==> src/hdl/sog_map.vh <==
// Purpose: Constants for the one-time mode and general bits register block
// Assumes: 16-bit serial frames already assembled by the frame interface
// Notes:   Frame layout, register addresses, field positions, timing
`ifndef SOG_MAP_VH
`define SOG_MAP_VH

// ==========================================================
// Frame layout
`define SOG_ADDR_HI        15
`define SOG_ADDR_LO        14
`define SOG_RSEL_BIT       13
`define SOG_RO_BIT         12
`define SOG_DATA_HI        11

// ==========================================================
// Frame register addresses
`define SOG_ADDR_OTM       2'h1
`define SOG_ADDR_GB0       2'h2
`define SOG_ADDR_GB1       2'h3

// ==========================================================
// One-time mode register fields
`define SOG_OTM_DEVMODE    9
`define SOG_OTM_FAULTEMU   8
`define SOG_OTM_LIMPHOME   7
`define SOG_OTM_USED_MASK  12'h380

// ==========================================================
// General bits 0 marker bit and defaults
`define SOG_GB0_MARK       11
`define SOG_ID_CODE_DEF    11'h0a5

// ==========================================================
// Operating mode codes seen on mode_i
`define SOG_MODE_STARTUP   3'h0
`define SOG_MODE_RESTART   3'h1
`define SOG_MODE_FLASH     3'h2
`define SOG_MODE_NORMAL    3'h3
`define SOG_MODE_STANDBY   3'h4
`define SOG_MODE_FAILSAFE  3'h5

// ==========================================================
// Timing
`define SOG_UV_LIMIT_MS    256
`define SOG_CLK_HZ         250000000
`define SOG_UV_CYCLES      (`SOG_UV_LIMIT_MS * (`SOG_CLK_HZ / 1000))

`endif

==> src/hdl/sog_regs.v <==
// Purpose: One-time mode register and two general bits registers
// Assumes: Frames arrive as one-cycle strobes; battery power-on is rstn_i
// Notes:   Read data is registered and valid the cycle after the strobe
//
// Contract
// - One-time write, start-up only, until power loss
// - Address bits 15:14 select the register
// - Bit 13 picks enable or flag readback
// - Read-only bit blocks the write
// - Dev mode suppresses supervision except long undervoltage and bad mode code
// - Dev mode keeps code reset; watchdog fails interrupt
// - Mode register may clear dev mode anytime
// - Test pin high at power-on sets dev mode
// - Fault emulation drives gate from fault code
// - Limp-home decides inhibit bit on fail-safe
// - General writes only in start-up, restart, flash
// - General 0 frame readback selection by bit 13
// - General 1 frame readback selection by bit 13
// - General writes only when read-only bit clear
// - Twelve bits each, read back as written except the general 0 marker
// - Power-up loads identity code, marker zero
// - Marker bit stuck at one after first write
//
// Added by the designer: strobed register access.
`timescale 1ns/1ps
`default_nettype none
`include "sog_map.vh"

module sog_regs #(
	parameter [10:0] ID_CODE  = `SOG_ID_CODE_DEF, // Arbitrary value
	parameter        UV_LIMIT = `SOG_UV_CYCLES
) (
	// Clock and battery power-on reset
	input  wire        clk_i,
	input  wire        rstn_i,
	// Frame port
	input  wire [1:0]  addr_i,
	input  wire [15:0] wdata_i,
	input  wire        wr_i,
	input  wire        rd_i,
	output reg  [15:0] rdata_o,
	// Readback sources held elsewhere
	input  wire [15:0] irq_enable_readback_i,
	input  wire [15:0] irq_flag_readback_i,
	input  wire [15:0] sys_config_readback_i,
	input  wire [15:0] phy_config_readback_i,
	// Device status
	input  wire [2:0]  mode_i,
	input  wire        mode_reg_written_i,
	input  wire        dev_mode_clear_i,
	input  wire        test_pin_high_i,
	input  wire [3:0]  bus_fault_code_i,
	input  wire        enable_normal_i,
	input  wire        main_supply_uv_i,
	// Supervision events
	input  wire        wd_fail_i,
	input  wire        irq_timeout_i,
	input  wire        reset_mon_fail_i,
	input  wire        mode_code_bad_i,
	input  wire        failsafe_req_i,
	// Outputs
	output wire        dev_mode_o,
	output wire        limp_home_select_o,
	output wire        otm_locked_o,
	output reg         gate_o,
	output reg         reset_req_o,
	output reg         wd_irq_o,
	output reg         failsafe_go_o,
	output reg         inhibit_set_o,
	output reg         inhibit_clr_o
);

	// ==========================================================
	// State
	reg         devmode_reg;
	reg         faultemu_reg;
	reg         limp_reg;
	reg         otm_locked_reg;
	reg         strap_done_reg;
	reg  [11:0] gb0_reg;
	reg  [11:0] gb1_reg;
	reg  [31:0] uv_cnt_reg;
	reg         uv_long_reg;
	reg         failsafe_q_reg;

	// ==========================================================
	// Frame fields
	wire [15:0] wframe;
	wire [1:0]  fr_addr;
	wire        fr_rsel;
	wire        fr_ro;
	wire [11:0] fr_data;

	// ==========================================================
	// Decoded conditions
	wire        in_startup;
	wire        in_restart;
	wire        in_flash;
	wire        in_failsafe;
	wire        addr_match;
	wire        do_write;
	wire        otm_wr;
	wire        gb_window;
	wire        gb0_wr;
	wire        gb1_wr;
	wire        strap_window;
	wire        fs_entry;
	wire        rb_take;

	// ==========================================================
	// Next values
	wire [11:0] gb0_next;
	wire [11:0] gb1_next;
	wire [15:0] rb_otm;
	wire [15:0] rb_gb0;
	wire [15:0] rb_gb1;
	reg  [15:0] rd_next;
	wire        uv_expired;
	wire        sup_fault;
	wire        reset_next;
	wire        irq_next;
	wire        failsafe_next;
	wire        gate_next;

	// Power-on image of general bits 0: marker low, then identity code
	localparam [11:0] GB0_RESET = {1'b0, ID_CODE};
	localparam integer GB_BITS  = 12;

	// ==========================================================
	// Frame decode
	assign wframe  = wdata_i;
	assign fr_addr = wframe[`SOG_ADDR_HI:`SOG_ADDR_LO];
	assign fr_rsel = wframe[`SOG_RSEL_BIT];
	assign fr_ro   = wframe[`SOG_RO_BIT];
	assign fr_data = wframe[`SOG_DATA_HI:0];

	// ==========================================================
	// Operating mode decode
	assign in_startup  = (mode_i == `SOG_MODE_STARTUP);
	assign in_restart  = (mode_i == `SOG_MODE_RESTART);
	assign in_flash    = (mode_i == `SOG_MODE_FLASH);
	assign in_failsafe = (mode_i == `SOG_MODE_FAILSAFE);
	assign fs_entry    = in_failsafe & ~failsafe_q_reg;
	// strap looked at only on the first edge after reset
	assign strap_window = ~strap_done_reg;

	// ==========================================================
	// Write qualification
	// A frame whose address field disagrees with the port is refused
	assign addr_match = (fr_addr == addr_i);
	assign do_write = wr_i & ~fr_ro & addr_match;
	// start-up only, once per battery connect
	// A mode register write closes the window only while mode_reg_written_i stays high
	assign otm_wr = do_write & (addr_i == `SOG_ADDR_OTM) & in_startup &
		~otm_locked_reg & ~mode_reg_written_i;
	assign gb_window = in_startup | in_restart | in_flash;
	// write only with read-only bit clear
	assign gb0_wr = do_write & gb_window & (addr_i == `SOG_ADDR_GB0);
	assign gb1_wr = do_write & gb_window & (addr_i == `SOG_ADDR_GB1);

	// ==========================================================
	// Register outputs
	assign dev_mode_o         = devmode_reg;
	assign limp_home_select_o = limp_reg;
	assign otm_locked_o       = otm_locked_reg;

	// ==========================================================
	// One-time mode register: lock and stored fields
	// Reserved frame bits are ignored, not stored
	always @(posedge clk_i or negedge rstn_i) begin
		if (!rstn_i) begin
			faultemu_reg   <= 1'b0;
			limp_reg       <= 1'b0;
			otm_locked_reg <= 1'b0;
		end else if (otm_wr) begin
			otm_locked_reg <= 1'b1;
			faultemu_reg   <= wframe[`SOG_OTM_FAULTEMU];
			limp_reg       <= wframe[`SOG_OTM_LIMPHOME];
		end
	end

	// ==========================================================
	// Strap window: open for the first edge after reset only
	always @(posedge clk_i or negedge rstn_i) begin
		if (!rstn_i) begin
			strap_done_reg <= 1'b0;
		end else begin
			strap_done_reg <= 1'b1;
		end
	end

	// ==========================================================
	// Development mode flag
	// Strap wins over a write or a clear in the same cycle
	always @(posedge clk_i or negedge rstn_i) begin
		if (!rstn_i) begin
			devmode_reg <= 1'b0;
		end else if (strap_window && test_pin_high_i) begin
			// test pin strap sets the flag
			devmode_reg <= 1'b1;
		end else if (otm_wr) begin
			devmode_reg <= wframe[`SOG_OTM_DEVMODE];
		end else if (dev_mode_clear_i) begin
			devmode_reg <= 1'b0;
		end
	end

	// ==========================================================
	// General bits next values
	// marker forced high after write
	assign gb0_next = {1'b1, fr_data[`SOG_DATA_HI-1:0]};
	assign gb1_next = fr_data;

	// ==========================================================
	// General bits registers, one flip-flop pair per bit
	genvar gi;
	generate
		for (gi = 0; gi < GB_BITS; gi = gi + 1) begin : g_gbit
			always @(posedge clk_i or negedge rstn_i) begin
				if (!rstn_i) begin
					gb0_reg[gi] <= GB0_RESET[gi];
					gb1_reg[gi] <= 1'b0;
				end else begin
					if (gb0_wr) begin
						gb0_reg[gi] <= gb0_next[gi];
					end
					if (gb1_wr) begin
						gb1_reg[gi] <= gb1_next[gi];
					end
				end
			end
		end
	endgenerate

	// ==========================================================
	// Readback sources
	// enable or flag readback
	assign rb_otm = fr_rsel ? irq_flag_readback_i :
		irq_enable_readback_i;
	// general 0 or system config readback
	assign rb_gb0 = fr_rsel ? {wframe[15:12], gb0_reg} :
		sys_config_readback_i;
	// general 1 or physical layer readback
	assign rb_gb1 = fr_rsel ? {wframe[15:12], gb1_reg} :
		phy_config_readback_i;

	// ==========================================================
	// Readback mux
	always @* begin
		rd_next = 16'h0000;
		case (addr_i)
			`SOG_ADDR_OTM: begin
				rd_next = rb_otm;
			end
			`SOG_ADDR_GB0: begin
				rd_next = rb_gb0;
			end
			`SOG_ADDR_GB1: begin
				rd_next = rb_gb1;
			end
			default: begin
				rd_next = 16'h0000;
			end
		endcase
	end

	// ==========================================================
	// Read data register
	// answer even when write refused
	assign rb_take = rd_i | wr_i;
	always @(posedge clk_i or negedge rstn_i) begin
		if (!rstn_i) begin
			rdata_o <= 16'h0000;
		end else if (rb_take) begin
			rdata_o <= rd_next;
		end else begin
			// Data stands for one cycle only
			rdata_o <= 16'h0000;
		end
	end

	// ==========================================================
	// Undervoltage timer
	// of the fail-safe causes, only a long main supply dip escapes dev mode
	assign uv_expired = (uv_cnt_reg >= UV_LIMIT);
	always @(posedge clk_i or negedge rstn_i) begin
		if (!rstn_i) begin
			uv_cnt_reg  <= 32'h00000000;
			uv_long_reg <= 1'b0;
		end else if (!main_supply_uv_i) begin
			uv_cnt_reg  <= 32'h00000000;
			uv_long_reg <= 1'b0;
		end else if (uv_expired) begin
			uv_long_reg <= 1'b1;
		end else begin
			uv_cnt_reg <= uv_cnt_reg + 32'h00000001;
		end
	end

	// ==========================================================
	// Supervision next values
	assign sup_fault = wd_fail_i | irq_timeout_i | reset_mon_fail_i;
	assign reset_next = mode_code_bad_i | (~devmode_reg & sup_fault);
	assign irq_next = devmode_reg & wd_fail_i;
	assign failsafe_next = uv_long_reg | (~devmode_reg & failsafe_req_i);
	// fault code drives gate when emulating
	assign gate_next = faultemu_reg ? (bus_fault_code_i == 4'h0) :
		enable_normal_i;

	// ==========================================================
	// Gate output
	always @(posedge clk_i or negedge rstn_i) begin
		if (!rstn_i) begin
			gate_o <= 1'b0;
		end else begin
			gate_o <= gate_next;
		end
	end

	// ==========================================================
	// Reset request
	always @(posedge clk_i or negedge rstn_i) begin
		if (!rstn_i) begin
			reset_req_o <= 1'b0;
		end else begin
			reset_req_o <= reset_next;
		end
	end

	// ==========================================================
	// Watchdog interrupt request
	always @(posedge clk_i or negedge rstn_i) begin
		if (!rstn_i) begin
			wd_irq_o <= 1'b0;
		end else begin
			wd_irq_o <= irq_next;
		end
	end

	// ==========================================================
	// Fail-safe request
	always @(posedge clk_i or negedge rstn_i) begin
		if (!rstn_i) begin
			failsafe_go_o <= 1'b0;
		end else begin
			failsafe_go_o <= failsafe_next;
		end
	end

	// ==========================================================
	// Fail-safe entry detector
	always @(posedge clk_i or negedge rstn_i) begin
		if (!rstn_i) begin
			failsafe_q_reg <= 1'b0;
		end else begin
			failsafe_q_reg <= in_failsafe;
		end
	end

	// ==========================================================
	// Inhibit bit control on fail-safe entry
	always @(posedge clk_i or negedge rstn_i) begin
		if (!rstn_i) begin
			inhibit_set_o <= 1'b0;
			inhibit_clr_o <= 1'b0;
		end else begin
			inhibit_set_o <= fs_entry & limp_reg;
			inhibit_clr_o <= fs_entry & ~limp_reg;
		end
	end

endmodule

`default_nettype wire

==> config.mk <==
export PLATFORM = sky130hd
export DESIGN_NAME = sog_regs
export DESIGN_NICKNAME = d
export VERILOG_FILES = /design/src/hdl/sog_regs.v
export VERILOG_INCLUDE_DIRS = /design/src /design/src/hdl
export SDC_FILE = /design/constraint.sdc
export NUM_CORES = 1
export LEC_CHECK = 0
export ABC_AREA = 1
export BUFFER_PORTS_ARGS = -buffer_cell sky130_fd_sc_hd__buf_2
export CAP_MARGIN = 25
export CORE_UTILIZATION = 40
export DETAILED_ROUTE_END_ITERATION = 7
export PLACE_DENSITY = 0.67
export SYNTH_ARGS = -nofsm -noshare
export SYNTH_HDL_FRONTEND = slang
export SYNTH_SLANG_ARGS = --single-unit
==> constraint.sdc <==
create_clock -name clk_i -period 2.9 [get_ports clk_i]
set_input_delay 0.145 -clock clk_i [delete_from_list [all_inputs] [get_ports clk_i]]
set_output_delay 0.145 -clock clk_i [all_outputs]
set_load 0.1 [all_outputs]
# Word level (Yosys, flattened, before mapping)
# Cells that the tools add are included.
# Widths: inputs -> output; s select.
[word_totals]
ff_bits = 85
in_bits = 103
output_inout_bits = 25
elab_cells = 96
[op_classes]
addsub = 1
order_cmp = 1
n_eq_ne = 9
muxes = 13
bitwise = 29
reduce_logical = 4
[ops]
columns = ["op", "count"]
rows = [
  ["$mux 16", 4],
  ["$mux 32", 2],
  ["$pmux 16 s3", 1],
  ["$add 32x1->32 const B", 1],
  ["$ge 32x26->1 const B", 1],
  ["$and 1x1->1", 15],
  ["$not 1->1", 7],
  ["$or 1x1->1", 7],
  ["$mux 1", 6],
  ["$eq 2x2->1 const B", 2],
  ["$logic_not 4->1", 1],
  ["$eq 3x1->1 const B", 1],
  ["$eq 3x2->1 const B", 1],
  ["$eq 3x3->1 const B", 1],
  ["$logic_not 3->1", 1],
  ["$reduce_bool 3->1", 1],
  ["$eq 2x1->1 const B", 1],
  ["$eq 2x2->1", 1],
  ["$ne 2x1->1 const B", 1],
  ["$ne 2x2->1 const B", 1],
  ["$logic_and 1x1->1", 1],
]

# Depth between registers and ports, before layout
# Gate-level depths: netlist of run 1.
[depth]
depth_word = 9
ltp_mapped = 10
depth_no_buf = 9

# Worst setup path before layout of run 1
# Ideal clock, no wire load.
[synth_timing]
path_kind = "flip-flop to flip-flop"
from = "register otm_locked_reg (netlist: otm_locked_o)"
to = "register limp_reg (netlist: limp_home_select_o)"
setup_time_ps = 122
arrival_time_ps = 1477
slack_ps = 1300
path_stages_with_launch = 7
n_path_buf = 0
period_less_slack_ps = 1600
path_cell_list = "dfrtp_1 > inv_1 > nand2_1 > nor4_2 > nand2_1 > nand2_1 > nand2_1"
[synth_between]
elab_chain_len = 3
[synth_lines]
columns = ["item", "line_no", "text"]
rows = [
  ["start: declaration", "sog_regs.v:78", "reg otm_locked_reg;"],
  ["start signal: assignment", "sog_regs.v:174", "otm_locked_reg <= 1'b0;"],
  ["start signal: assignment", "sog_regs.v:176", "otm_locked_reg <= 1'b1;"],
  ["$not 1->1", "sog_regs.v:155", "~otm_locked_reg & ~mode_reg_written_i;"],
  ["$and 1x1->1 (2 in a row)", "sog_regs.v:154", "assign otm_wr = do_write & (addr_i == `SOG_ADDR_OTM) & in_startup &"],
  ["end signal: assignment", "sog_regs.v:178", "limp_reg <= wframe[`SOG_OTM_LIMPHOME];"],
  ["end: declaration", "sog_regs.v:77", "reg limp_reg;"],
]
# No other way between the ends.
# A chain may end at the register's enable or synchronous reset.

# Worst setup path after layout of run 1
[layout_timing]
from = "register uv_cnt_reg[0]"
to = "register uv_cnt_reg[16]"
[layout_between]
elab_chain_len = 3
elab_cells_between_ends = 5
[layout_lines]
columns = ["item", "line_no", "text"]
rows = [
  ["start: declaration", "sog_regs.v:82", "reg [31:0] uv_cnt_reg;"],
  ["start signal: assignment", "sog_regs.v:296", "uv_cnt_reg <= uv_cnt_reg + 32'h00000001;"],
  ["$add 32x1->32", "sog_regs.v:296", ""],
  ["$mux 32", "sog_regs.v:293", "end else if (uv_expired) begin"],
  ["$mux 32", "sog_regs.v:290", "end else if (!main_supply_uv_i) begin"],
]
# Several ways; a longest one is shown, not always the timed one. The select of a mux whose other input is x is not followed.

==> results.env, run 1 <==
CLKLATENCYLATEPIN_NS=0.34
PORT_BUFFERS=127
HP-CLASS='primary input to flip-flop'
FLOORPLAN.DIE_AREA_UM2=12300
DRIVE_GT1_SHARE_PCT=21.6
COUNT_OF_SYNTHESIS_STAGE_WARNINGS_FROM_YOSYS=0
POWER.STATIC_LEAKAGE_nW=3.08
WORST_EP_REQUIRED_TIME_NS=3.17
SETUP.WORST_PATH.END_CLASS='flip-flop'
CRIT_PATH_MAX_INCR_DELAY_NS=0.44
CTS_HTREE_LEVELS=3
SYN_AREA_UM2=4760
DOMINANT_COMBINATIONAL_CELL_FAMILY_BY_AREA_AFTER_SYNTHESIS='simple AND/OR/NAND/NOR gates'
CTS.PATH.MAX_BUFFERS=2
FINALINSTANCEAREA_UM2=5820
MAXSLEWHEADROOM_PCT=49.7
WORST-PATH-STAGES=8
TOTALPOWERFINAL_mW=2.95
POWER.DENSITY_CELL_AREA_nW_PER_UM2=506
CRITICAL_PATH_CELL_SEQUENCE='ha_1, inv_1, nor2_2, nand2_1, nor2_1, xor2_1, nand3_1, nand2_1'
LARGEST_REGISTER_FFS=32
GRT_PASS1_WL_MM=20.7
MAXSLEWVIOLCOUNT=0
POST-DP-HPWL_MM=9.36
TIMING.FINAL.HOLD_VIOLATIONS=0
CRIT_SLOWEST_CELL='sky130_fd_sc_hd__dfrtp_1'
SYNTH.MUX.AREA_FRACTION_PCT=0.236
DRCVIOLATIONCOUNT=0
AREA_GROWTH_FROM_SYNTHESIS_TO_LAYOUT_PCT=22.3
WL_PER_CELL_UM=13.6
PLACE.GP.CONGESTION=0.878
CTS_INSERTED_BUFFERS=9
FP.DIEW_UM=111
YOSYS_MOST_USED_DFF='sky130_fd_sc_hd__dfrtp_1'
SYN_AVG_CELL_AREA_UM2=7.26
MOSTFREQUENTLAYOUTCELLS='213 x sky130_fd_sc_hd__nand2_1, 126 x sky130_fd_sc_hd__buf_2, 104 x sky130_fd_sc_hd__nor2_1'
FINAL_COMMON_CELL='sky130_fd_sc_hd__nand2_1'
ARRIVAL_TIME_WORST_ENDPOINT_NS=2.14
CRIT_PATH_LAUNCH_TYPE='flip-flop'
SYNTH-SIMPLE-AREA-SHARE_PCT=35.5
SYNTHDISTINCTLIBCELLS=40
NET_COUNT_AFTER_SYNTHESIS=761
FINALSETUPVIOLCOUNT=0
SYNTHESIS.INSTANCES=656
GRT_PASS1_VIAS=4461
FILLERINSTANCES=1136
GRT_SETUP_UNREPAIRED='false'
CLOCK.FMAX_MHz=536
PATH_CLASS='flip-flop to flip-flop'
GRT_USAGE_PCT=20.8
GRT_START_MAX_NET_PINS=67
HOLD_SLACK_NS=0.0230
CLOCK_SINK_COUNT=85
YOSYS.AREA_SHARE.XOR_XNOR_PCT=1.84
EFFECTIVE_UTILIZATION_AT_FLOORPLAN_PCT=41.4
TIMING.SETUP.TNS_NS=0
LAYOUT.NETS=878
STARTING_DRT_DRC_COUNT=286
WORST_CLOCK_SKEW_NS=0.00459
SYNTHARSTFLOPSHARE_PCT=100
PLACEDINSTANCEAREA_UM2=5490
HOLD-PATH-CELL-COUNT=2
MIN_PERIOD_OVER_PERIOD_PCT=64.4
STATUS='completed'
CLOCK_TREE_FROM_TRITONCTS='yes'
IR_WORST_VDD_mV=0.339
CLK_PIN_SLEW_WORST_PATHS_NS=0.06
VIAS_PER_CELL=5.14
DETAIL_ROUTE.FIRST_PASS.ITERATIONS=5
TIMING.REG2REG.WORST_PATH_DEPTH=8
CRIT_FAMILY='simple AND/OR/NAND/NOR gates'
REPORTED_MAX_CAP_VIOLATION_COUNT=0
DIE_HEIGHT_UM=111
WORST_PATH_FANOUT_MAX=7
WIRELENGTH_MM=12.5
ROUTE.ANTENNA.REMAINING_NETS=0
IO_PINS=128
SYNTH_ENABLE_FLOP_CELLS=0
SHARE_OF_THE_SYNTHESIZED_AREA_IN_COMPOUND_GATES_AO_OA_AOI_OAI_PCT=9.09
FIN_CRIT_NS=1.87
ROW_COUNT=39
SYNTH_SEQ_CELLS=85
PATH_BUF_INV=1
GRT_OVERFLOW_TOTAL=0
ANTENNA_FOUND_INITIAL=3
COREAREA_UM2=11500
CTS_RESIZED=0
CTS_ROOT_BUFFER='sky130_fd_sc_hd__clkbuf_16'
TIGHTESTPINTRANSITION_NS=0.753
POST_SYNTH_FA_HA_MAJ_AREA_FRACTION_PCT=0.525
CPMOSTUSEDCELL='sky130_fd_sc_hd__nand2_1'
NUM_VIAS=4741
SYNTH_SEQUENTIAL_AREA_RATIO_PCT=44.8
==> metal layers <==
metal  up-vias  part of all wire, %  global-route usage, %
met5         -                 0.13                      0
met4         2                  1.6                   7.84
met3        20                  6.2                   5.03
met2       151                   48                   33.9
met1      2212                   44                   26.8
li1       2356                    -                      -
==> cells in the mapped netlist, types with 4 or more instances <==
library cell               count  area share (%)
sky130_fd_sc_hd__o21ai_0      41             4.3
sky130_fd_sc_hd__clkbuf_1     13             1.0
sky130_fd_sc_hd__o221ai_1     12             2.2
sky130_fd_sc_hd__o211ai_1      4            0.63
sky130_fd_sc_hd__nand4_1      38             5.0
sky130_fd_sc_hd__nand2_1     213              17
sky130_fd_sc_hd__inv_1        52             4.1
sky130_fd_sc_hd__o21bai_1      4            0.63
sky130_fd_sc_hd__or2_2         4            0.53
sky130_fd_sc_hd__dfstp_2       4             2.2
sky130_fd_sc_hd__dfrtp_1      81              43
sky130_fd_sc_hd__xor2_1        8             1.5
sky130_fd_sc_hd__nand3_1      32             3.4
sky130_fd_sc_hd__buf_2        10             1.1
sky130_fd_sc_hd__buf_4         4            0.63
sky130_fd_sc_hd__nor2_1      104             8.2
==> cells by family after synthesis <==
logic type	Yosys count
xor gates and xnor gates	10
and+or+nand+nor	400
AOI/OAI and AO/OA	70
adders and majority gates	2
buffers and inverters	87
muxes	1
DFF	85
other	1
==> stage by stage <==
step / worst slack (ns) / utilization, % / cells
6_report: 1.03 / 50.6 / 922
2_1_floorplan: 1.30 / - / 656
5_1_grt: 0.861 / 50.6 / 922
3_3_place_gp: 1.11 / 47.4 / 901
4_1_cts: 1.05 / 50.3 / 920
3_5_place_dp: 1.03 / 47.7 / 902
==> area by class of cell <==
class                      count  area, µm²  share of cell area (%)
antenna                        1       2.50                  0.0430
clock buffer                  11        233                    4.00
clock inverter                 5       52.6                   0.902
inverter                      56        213                    3.65
multi-input combinational    484       2250                    38.7
sequential                    85       2130                    36.6
tap                          143        179                    3.07
timing repair buffer         137        758                    13.0
==> repair_timing <==
item,CTS,global route
hold endpoints to repair,20,0
endpoints found under the setup margin,0,0
setup buffers,0,0
hold buffers,2,0
==> report_power, final <==
group | internal, mW | leakage (nW) | switching, mW
clock | 0.663 | 0.139 | 0.450
sequential | 1.27 | 1.12 | 0.0398
combinational | 0.144 | 1.82 | 0.384
==> path summary, 6_finish.rpt <==
kind | startpoint | to | slack, ns
worst max-delay path | uv_cnt_reg[0]$_DFFE_PN0P_ | uv_cnt_reg[16]$_DFFE_PN0P_ | 1.03
worst min-delay path | mode_i[1] | failsafe_q_reg$_DFF_PN0_ | 0.02
worst max register to register | uv_cnt_reg[0]$_DFFE_PN0P_ | uv_cnt_reg[16]$_DFFE_PN0P_ | 1.03
worst min register to register | uv_cnt_reg[26]$_DFFE_PN0P_ | uv_cnt_reg[26]$_DFFE_PN0P_ | 0.46
max in group asynchronous | rstn_i | gb0_reg[7]$_DFFE_PN1P_ | 2.00
min in group asynchronous | rstn_i | rdata_o[6]$_DFF_PN0_ | 0.24
Note: power is estimated with default switching activity, not from simulation.
==> run 2, diff against run 1 <==
--- a/config.mk
+++ b/config.mk
@@ -6,12 +6,12 @@
 export SDC_FILE = /design/constraint.sdc
 export NUM_CORES = 1
 export LEC_CHECK = 0
-export ABC_AREA = 1
+export ABC_AREA = 0
 export BUFFER_PORTS_ARGS = -buffer_cell sky130_fd_sc_hd__buf_2
 export CAP_MARGIN = 25
 export CORE_UTILIZATION = 40
 export DETAILED_ROUTE_END_ITERATION = 7
-export PLACE_DENSITY = 0.67
+export PLACE_DENSITY = 0.68
 export SYNTH_ARGS = -nofsm -noshare
 export SYNTH_HDL_FRONTEND = slang
 export SYNTH_SLANG_ARGS = --single-unit
==> constraint.sdc (replaced) <==
create_clock -name clk_i -period 1.85 [get_ports clk_i]
set_input_delay 0.0925 -clock clk_i [delete_from_list [all_inputs] [get_ports clk_i]]
set_output_delay 0.0925 -clock clk_i [all_outputs]
set_load 0.1 [all_outputs]
==> run 2 against run 1 <==
Effect of this change: total power is 45% higher; die area is 10% lower; design area is 1.4% higher; via count is 24% lower; synthesized area is 10% lower; non-clock buffer count is 50 higher; maximum frequency is 4.2% lower; critical path depth is 1 lower; the run now ends with setup timing left.
==> results.env, run 2 <==
IO_PINS=128  # unchanged
GRT_USAGE_PCT=20.2  # was 20.8%
FP.DIEW_UM=105  # was 111 µm
DETAIL_ROUTE.FIRST_PASS.ITERATIONS=5  # unchanged
CRIT_PATH_LAUNCH_TYPE='flip-flop'  # unchanged
PORT_BUFFERS=127  # unchanged
CLK_PIN_SLEW_WORST_PATHS_NS=0.09  # was 0.06 ns
IR_WORST_VDD_mV=0.420  # was 0.339 mV
FIN_CRIT_NS=1.95  # was 1.87 ns
DOMINANT_COMBINATIONAL_CELL_FAMILY_BY_AREA_AFTER_SYNTHESIS='multiplexers'  # was simple AND/OR/NAND/NOR gates
REG2REG_FROM='uv_cnt_reg[17]$_DFFE_PN0P_'  # was uv_cnt_reg[0]$_DFFE_PN0P_
CLKLATENCYLATEPIN_NS=0.35  # was 0.34 ns
HOLD_SLACK_NS=0.0276  # was 0.0230 ns
DIE_HEIGHT_UM=105  # was 111 µm
TIMING.RR.END='uv_cnt_reg[3]$_DFFE_PN0P_'  # was uv_cnt_reg[16]$_DFFE_PN0P_
HP-CLASS='primary input to flip-flop'  # unchanged
SYNTHDISTINCTLIBCELLS=47  # was 40
REPORTED_MAX_CAP_VIOLATION_COUNT=0  # unchanged
PLACE.GP.CONGESTION=0.840  # was 0.878
MAXSLEWVIOLCOUNT=0  # unchanged
WORST_PATH_FANOUT_MAX=5  # was 7
SYNTH_SEQUENTIAL_AREA_RATIO_PCT=50.0  # was 44.8%
FAILED_CHECKS='setup timing'
VIAS_PER_CELL=5.31  # was 5.14
HOLD_PATH.STARTPOINT='wdata_i[9]'  # was mode_i[1]
POWER.STATIC_LEAKAGE_nW=2.92  # was 3.08 nW
CTS_ROOT_BUFFER='sky130_fd_sc_hd__clkbuf_8'  # was sky130_fd_sc_hd__clkbuf_16
AREA_GROWTH_FROM_SYNTHESIS_TO_LAYOUT_PCT=38.5  # was 22.3%
WORST_SETUP_PATH_ENDPOINT='uv_cnt_reg[3]$_DFFE_PN0P_'  # was uv_cnt_reg[16]$_DFFE_PN0P_
NUM_VIAS=3625  # was 4741
YOSYS.AREA_SHARE.XOR_XNOR_PCT=3.08  # was 1.84%
TIGHTESTPINTRANSITION_NS=0.600  # was 0.753 ns
WORST_CLOCK_SKEW_NS=0.00664  # was 0.00459 ns
SYNTH.MUX.AREA_FRACTION_PCT=15.9  # was 0.236%
LAYOUT.NETS=647  # was 878
SYNTHARSTFLOPSHARE_PCT=100  # unchanged
PATH_CLASS='flip-flop to flip-flop'  # unchanged
TIMING.REG2REG.WORST_PATH_DEPTH=7  # was 8
ROUTE.ANTENNA.REMAINING_NETS=0  # unchanged
CRIT_START='uv_cnt_reg[17]$_DFFE_PN0P_'  # was uv_cnt_reg[0]$_DFFE_PN0P_
MOSTFREQUENTLAYOUTCELLS='126 x sky130_fd_sc_hd__buf_2, 81 x sky130_fd_sc_hd__dfrtp_1, 54 x sky130_fd_sc_hd__mux2_2'  # was 213 x sky130_fd_sc_hd__nand2_1, 126 x sky130_fd_sc_hd__buf_2, 104 x sky130_fd_sc_hd__nor2_1
GRT_PASS1_WL_MM=17.7  # was 20.7 mm
WL_PER_CELL_UM=15.9  # was 13.6 µm
MOST_USED_STANDARD_CELL_BY_INSTANCE_COUNT_AFTER_SYNTHESIS='sky130_fd_sc_hd__dfrtp_1'  # was sky130_fd_sc_hd__nand2_1
FILLERINSTANCES=881  # was 1136
SYNTH.TOP_CELL.AREA_SHARE_PCT=47.5  # was 42.6%
ANTENNA_CELLS=0  # was 1
COUNT_OF_SYNTHESIS_STAGE_WARNINGS_FROM_YOSYS=0  # unchanged
NET_COUNT_AFTER_SYNTHESIS=475  # was 761
EFFECTIVE_UTILIZATION_AT_FLOORPLAN_PCT=41.3  # was 41.4%
WORST_EP_REQUIRED_TIME_NS=2.13  # was 3.17 ns
GRT_OVERFLOW_TOTAL=0  # unchanged
YOSYS_MOST_USED_DFF='sky130_fd_sc_hd__dfrtp_1'  # unchanged
LARGEST_REGISTER_FFS=32  # unchanged
SYNTH_SEQ_CELLS=85  # unchanged
ANTENNA_FOUND_INITIAL=0  # was 3
MAIN_AREA_CONTRIBUTORS_AFTER_SYNTHESIS='sky130_fd_sc_hd__dfrtp_1 48%, sky130_fd_sc_hd__mux2_2 14%, sky130_fd_sc_hd__a221oi_1 3.1%'  # was sky130_fd_sc_hd__dfrtp_1 43%, sky130_fd_sc_hd__nand2_1 17%, sky130_fd_sc_hd__nor2_1 8.2%
CLOCK.FMAX_MHz=513  # was 536 MHz
MIN_PERIOD_OVER_PERIOD_PCT=105  # was 64.4%
SYNTH_ENABLE_FLOP_CELLS=0  # unchanged
STARTING_DRT_DRC_COUNT=247  # was 286
SYNTH-SIMPLE-AREA-SHARE_PCT=15.6  # was 35.5%
YS_TOP_CELLS_BY_COUNT='81 x sky130_fd_sc_hd__dfrtp_1, 54 x sky130_fd_sc_hd__mux2_2, 20 x sky130_fd_sc_hd__and2_1, 17 x sky130_fd_sc_hd__clkbuf_1'  # was 213 x sky130_fd_sc_hd__nand2_1, 104 x sky130_fd_sc_hd__nor2_1, 81 x sky130_fd_sc_hd__dfrtp_1, 52 x sky130_fd_sc_hd__inv_1, 41 x sky130_fd_sc_hd__o21ai_0
ARRIVAL_TIME_WORST_ENDPOINT_NS=2.23  # was 2.14 ns
WIRELENGTH_MM=10.9  # was 12.5 mm
SYN_AVG_CELL_AREA_UM2=11.5  # was 7.26 µm²
SETUP.WORST_PATH.END_CLASS='flip-flop'  # unchanged
DRIVE_GT1_SHARE_PCT=48.6  # was 21.6%
POST_SYNTH_FA_HA_MAJ_AREA_FRACTION_PCT=0.587  # was 0.525%
MULTIINPUTGATEAREA_UM2=2150  # was 2250 µm²
SETUP_SLACK_NS=-0.0982  # was 1.03 ns
FLOORPLAN.DIE_AREA_UM2=11100  # was 12300 µm²
SYNTHESIS.INSTANCES=370  # was 656
CTS_HTREE_LEVELS=3  # unchanged
POST-DP-HPWL_MM=7.65  # was 9.36 mm
TIMING.REG2REG.SETUP_SLACK_NS=-0.1  # was 1.03 ns
TOTALPOWERFINAL_mW=4.27  # was 2.95 mW
STATUS='finished with violations'  # was completed
TIMING.FINAL.HOLD_VIOLATIONS=0  # unchanged
POWER.DENSITY_CELL_AREA_nW_PER_UM2=723  # was 506 nW/µm²
SHARE_OF_THE_SYNTHESIZED_AREA_IN_COMPOUND_GATES_AO_OA_AOI_OAI_PCT=11.8  # was 9.09%
SYN_AREA_UM2=4260  # was 4760 µm²
DRCVIOLATIONCOUNT=0  # unchanged
ROW_COUNT=37  # was 39
MAXSLEWHEADROOM_PCT=60.0  # was 49.7%
TIMING.SETUP.TNS_NS=-0.513  # was 0 ns
FINALSETUPVIOLCOUNT=9  # was 0
AREA.SEQUENTIAL_UM2=2130  # unchanged
CLOCK_SINK_COUNT=85  # unchanged
GRT_PASS1_VIAS=3754  # was 4461
CTS.PATH.MAX_BUFFERS=2  # unchanged
SYNTH.LARGEST_AREA_CELL='sky130_fd_sc_hd__dfrtp_1'  # unchanged
COREAREA_UM2=10300  # was 11500 µm²
CTS_INSERTED_BUFFERS=9  # unchanged
CLOCK_TREE_FROM_TRITONCTS='yes'  # unchanged
FINAL_COMMON_CELL='sky130_fd_sc_hd__buf_2'  # was sky130_fd_sc_hd__nand2_1
GRT_START_MAX_NET_PINS=47  # was 67
GRT_SETUP_UNREPAIRED='true'  # was false
-- run 2: changes by cell type in the layout (fill, tap and decap cells not counted), moves of 15 or more --
cell and change:
sky130_fd_sc_hd__a22oi_1 +15, sky130_fd_sc_hd__nand4_1 -29, sky130_fd_sc_hd__and2_1 +20, sky130_fd_sc_hd__dlygate4sd3_1 +16
sky130_fd_sc_hd__a211oi_1 +15, sky130_fd_sc_hd__a221oi_1 +15, sky130_fd_sc_hd__inv_1 -45, sky130_fd_sc_hd__nand2_1 -199
sky130_fd_sc_hd__o21ai_0 -40, sky130_fd_sc_hd__mux2_2 +53, sky130_fd_sc_hd__nor2_1 -100, sky130_fd_sc_hd__buf_4 +29
sky130_fd_sc_hd__nand3_1 -22
-- run 2: metrics by stage --
stage / setup slack [ns] / utilization, % / instances / area, µm²
floorplan: 0.00137 / - / 370 / 4270
global placement: -0.0963 / 51.5 / 645 / 5310
detailed placement: -0.151 / 51.5 / 645 / 5310
CTS: -0.113 / 56.5 / 682 / 5840
global route: -0.160 / 57.2 / 683 / 5910
finish: -0.0982 / 57.2 / 683 / 5910
-- run 2: worst min-delay path by stage --
stage,to,slack [ns],cells after the start
final,dev_mode_o$_DFFE_PN0P_,0.03,3
after global routing,dev_mode_o$_DFFE_PN0P_,0.02,3
after CTS,dev_mode_o$_DFFE_PN0P_,0.02,3
after detailed placement,rdata_o[13]$_DFF_PN0_,0.14,1
after global placement,rdata_o[13]$_DFF_PN0_,0.14,1
after floorplan,dev_mode_o$_DFFE_PN0P_,-0.20,0
-- run 2: critical path, stage by stage, from the launching register on --
cell	delay [ns]
sky130_fd_sc_hd__dfrtp_1	0.41
sky130_fd_sc_hd__nor4_4	0.30
sky130_fd_sc_hd__a311oi_2	0.20
sky130_fd_sc_hd__bufbuf_16	0.32
sky130_fd_sc_hd__buf_6	0.12
sky130_fd_sc_hd__nor3_2	0.21
sky130_fd_sc_hd__xor2_1	0.19
sky130_fd_sc_hd__and2_1	0.15
-- run 2: area by class of cell --
type | instances | share of cell area [%]
Sequential cell | 85 | 36.1
Clock inverter | 6 | 1.27
Multi-Input combinational cell | 252 | 36.4
Clock buffer | 10 | 2.33
Inverter | 7 | 0.445
Tap cell | 136 | 2.88
Timing Repair Buffer | 187 | 20.6
-- run 2: per-layer routing --
metal  wire length, µm  global-route usage (%)  share of wire (%)  vias up
li1                  -                       -                  -     1714
met1              4810                    26.4                 44     1808
met2              5560                    34.4                 51       92
met3               368                    3.53                3.4       11
met4               127                    5.53                1.2        0
met5                 0                       0                  0        -
-- run 2: report_power, final --
part           switching (mW)  total, mW  internal [mW]
clock                   0.688       1.37          0.685
combinational           0.550      0.868          0.318
sequential             0.0488       2.03           1.98
total                    1.29       4.27           2.98
-- run 2: cells by family after synthesis --
family	Yosys count
compound gates	64
fa+ha+maj	2
buf+inv	33
xor+xnor	15
other cells	1
simple gates	109
flops	85
mux	61
-- run 2: timing repair --
action                                 CTS  global route
gates cloned                             1             0
hold buffers                            18             0
endpoints found under the hold margin   67             0
pin swaps                               14             7
setup endpoints to repair               15            27
resized for setup                       19            11
buffers inserted                         2             1
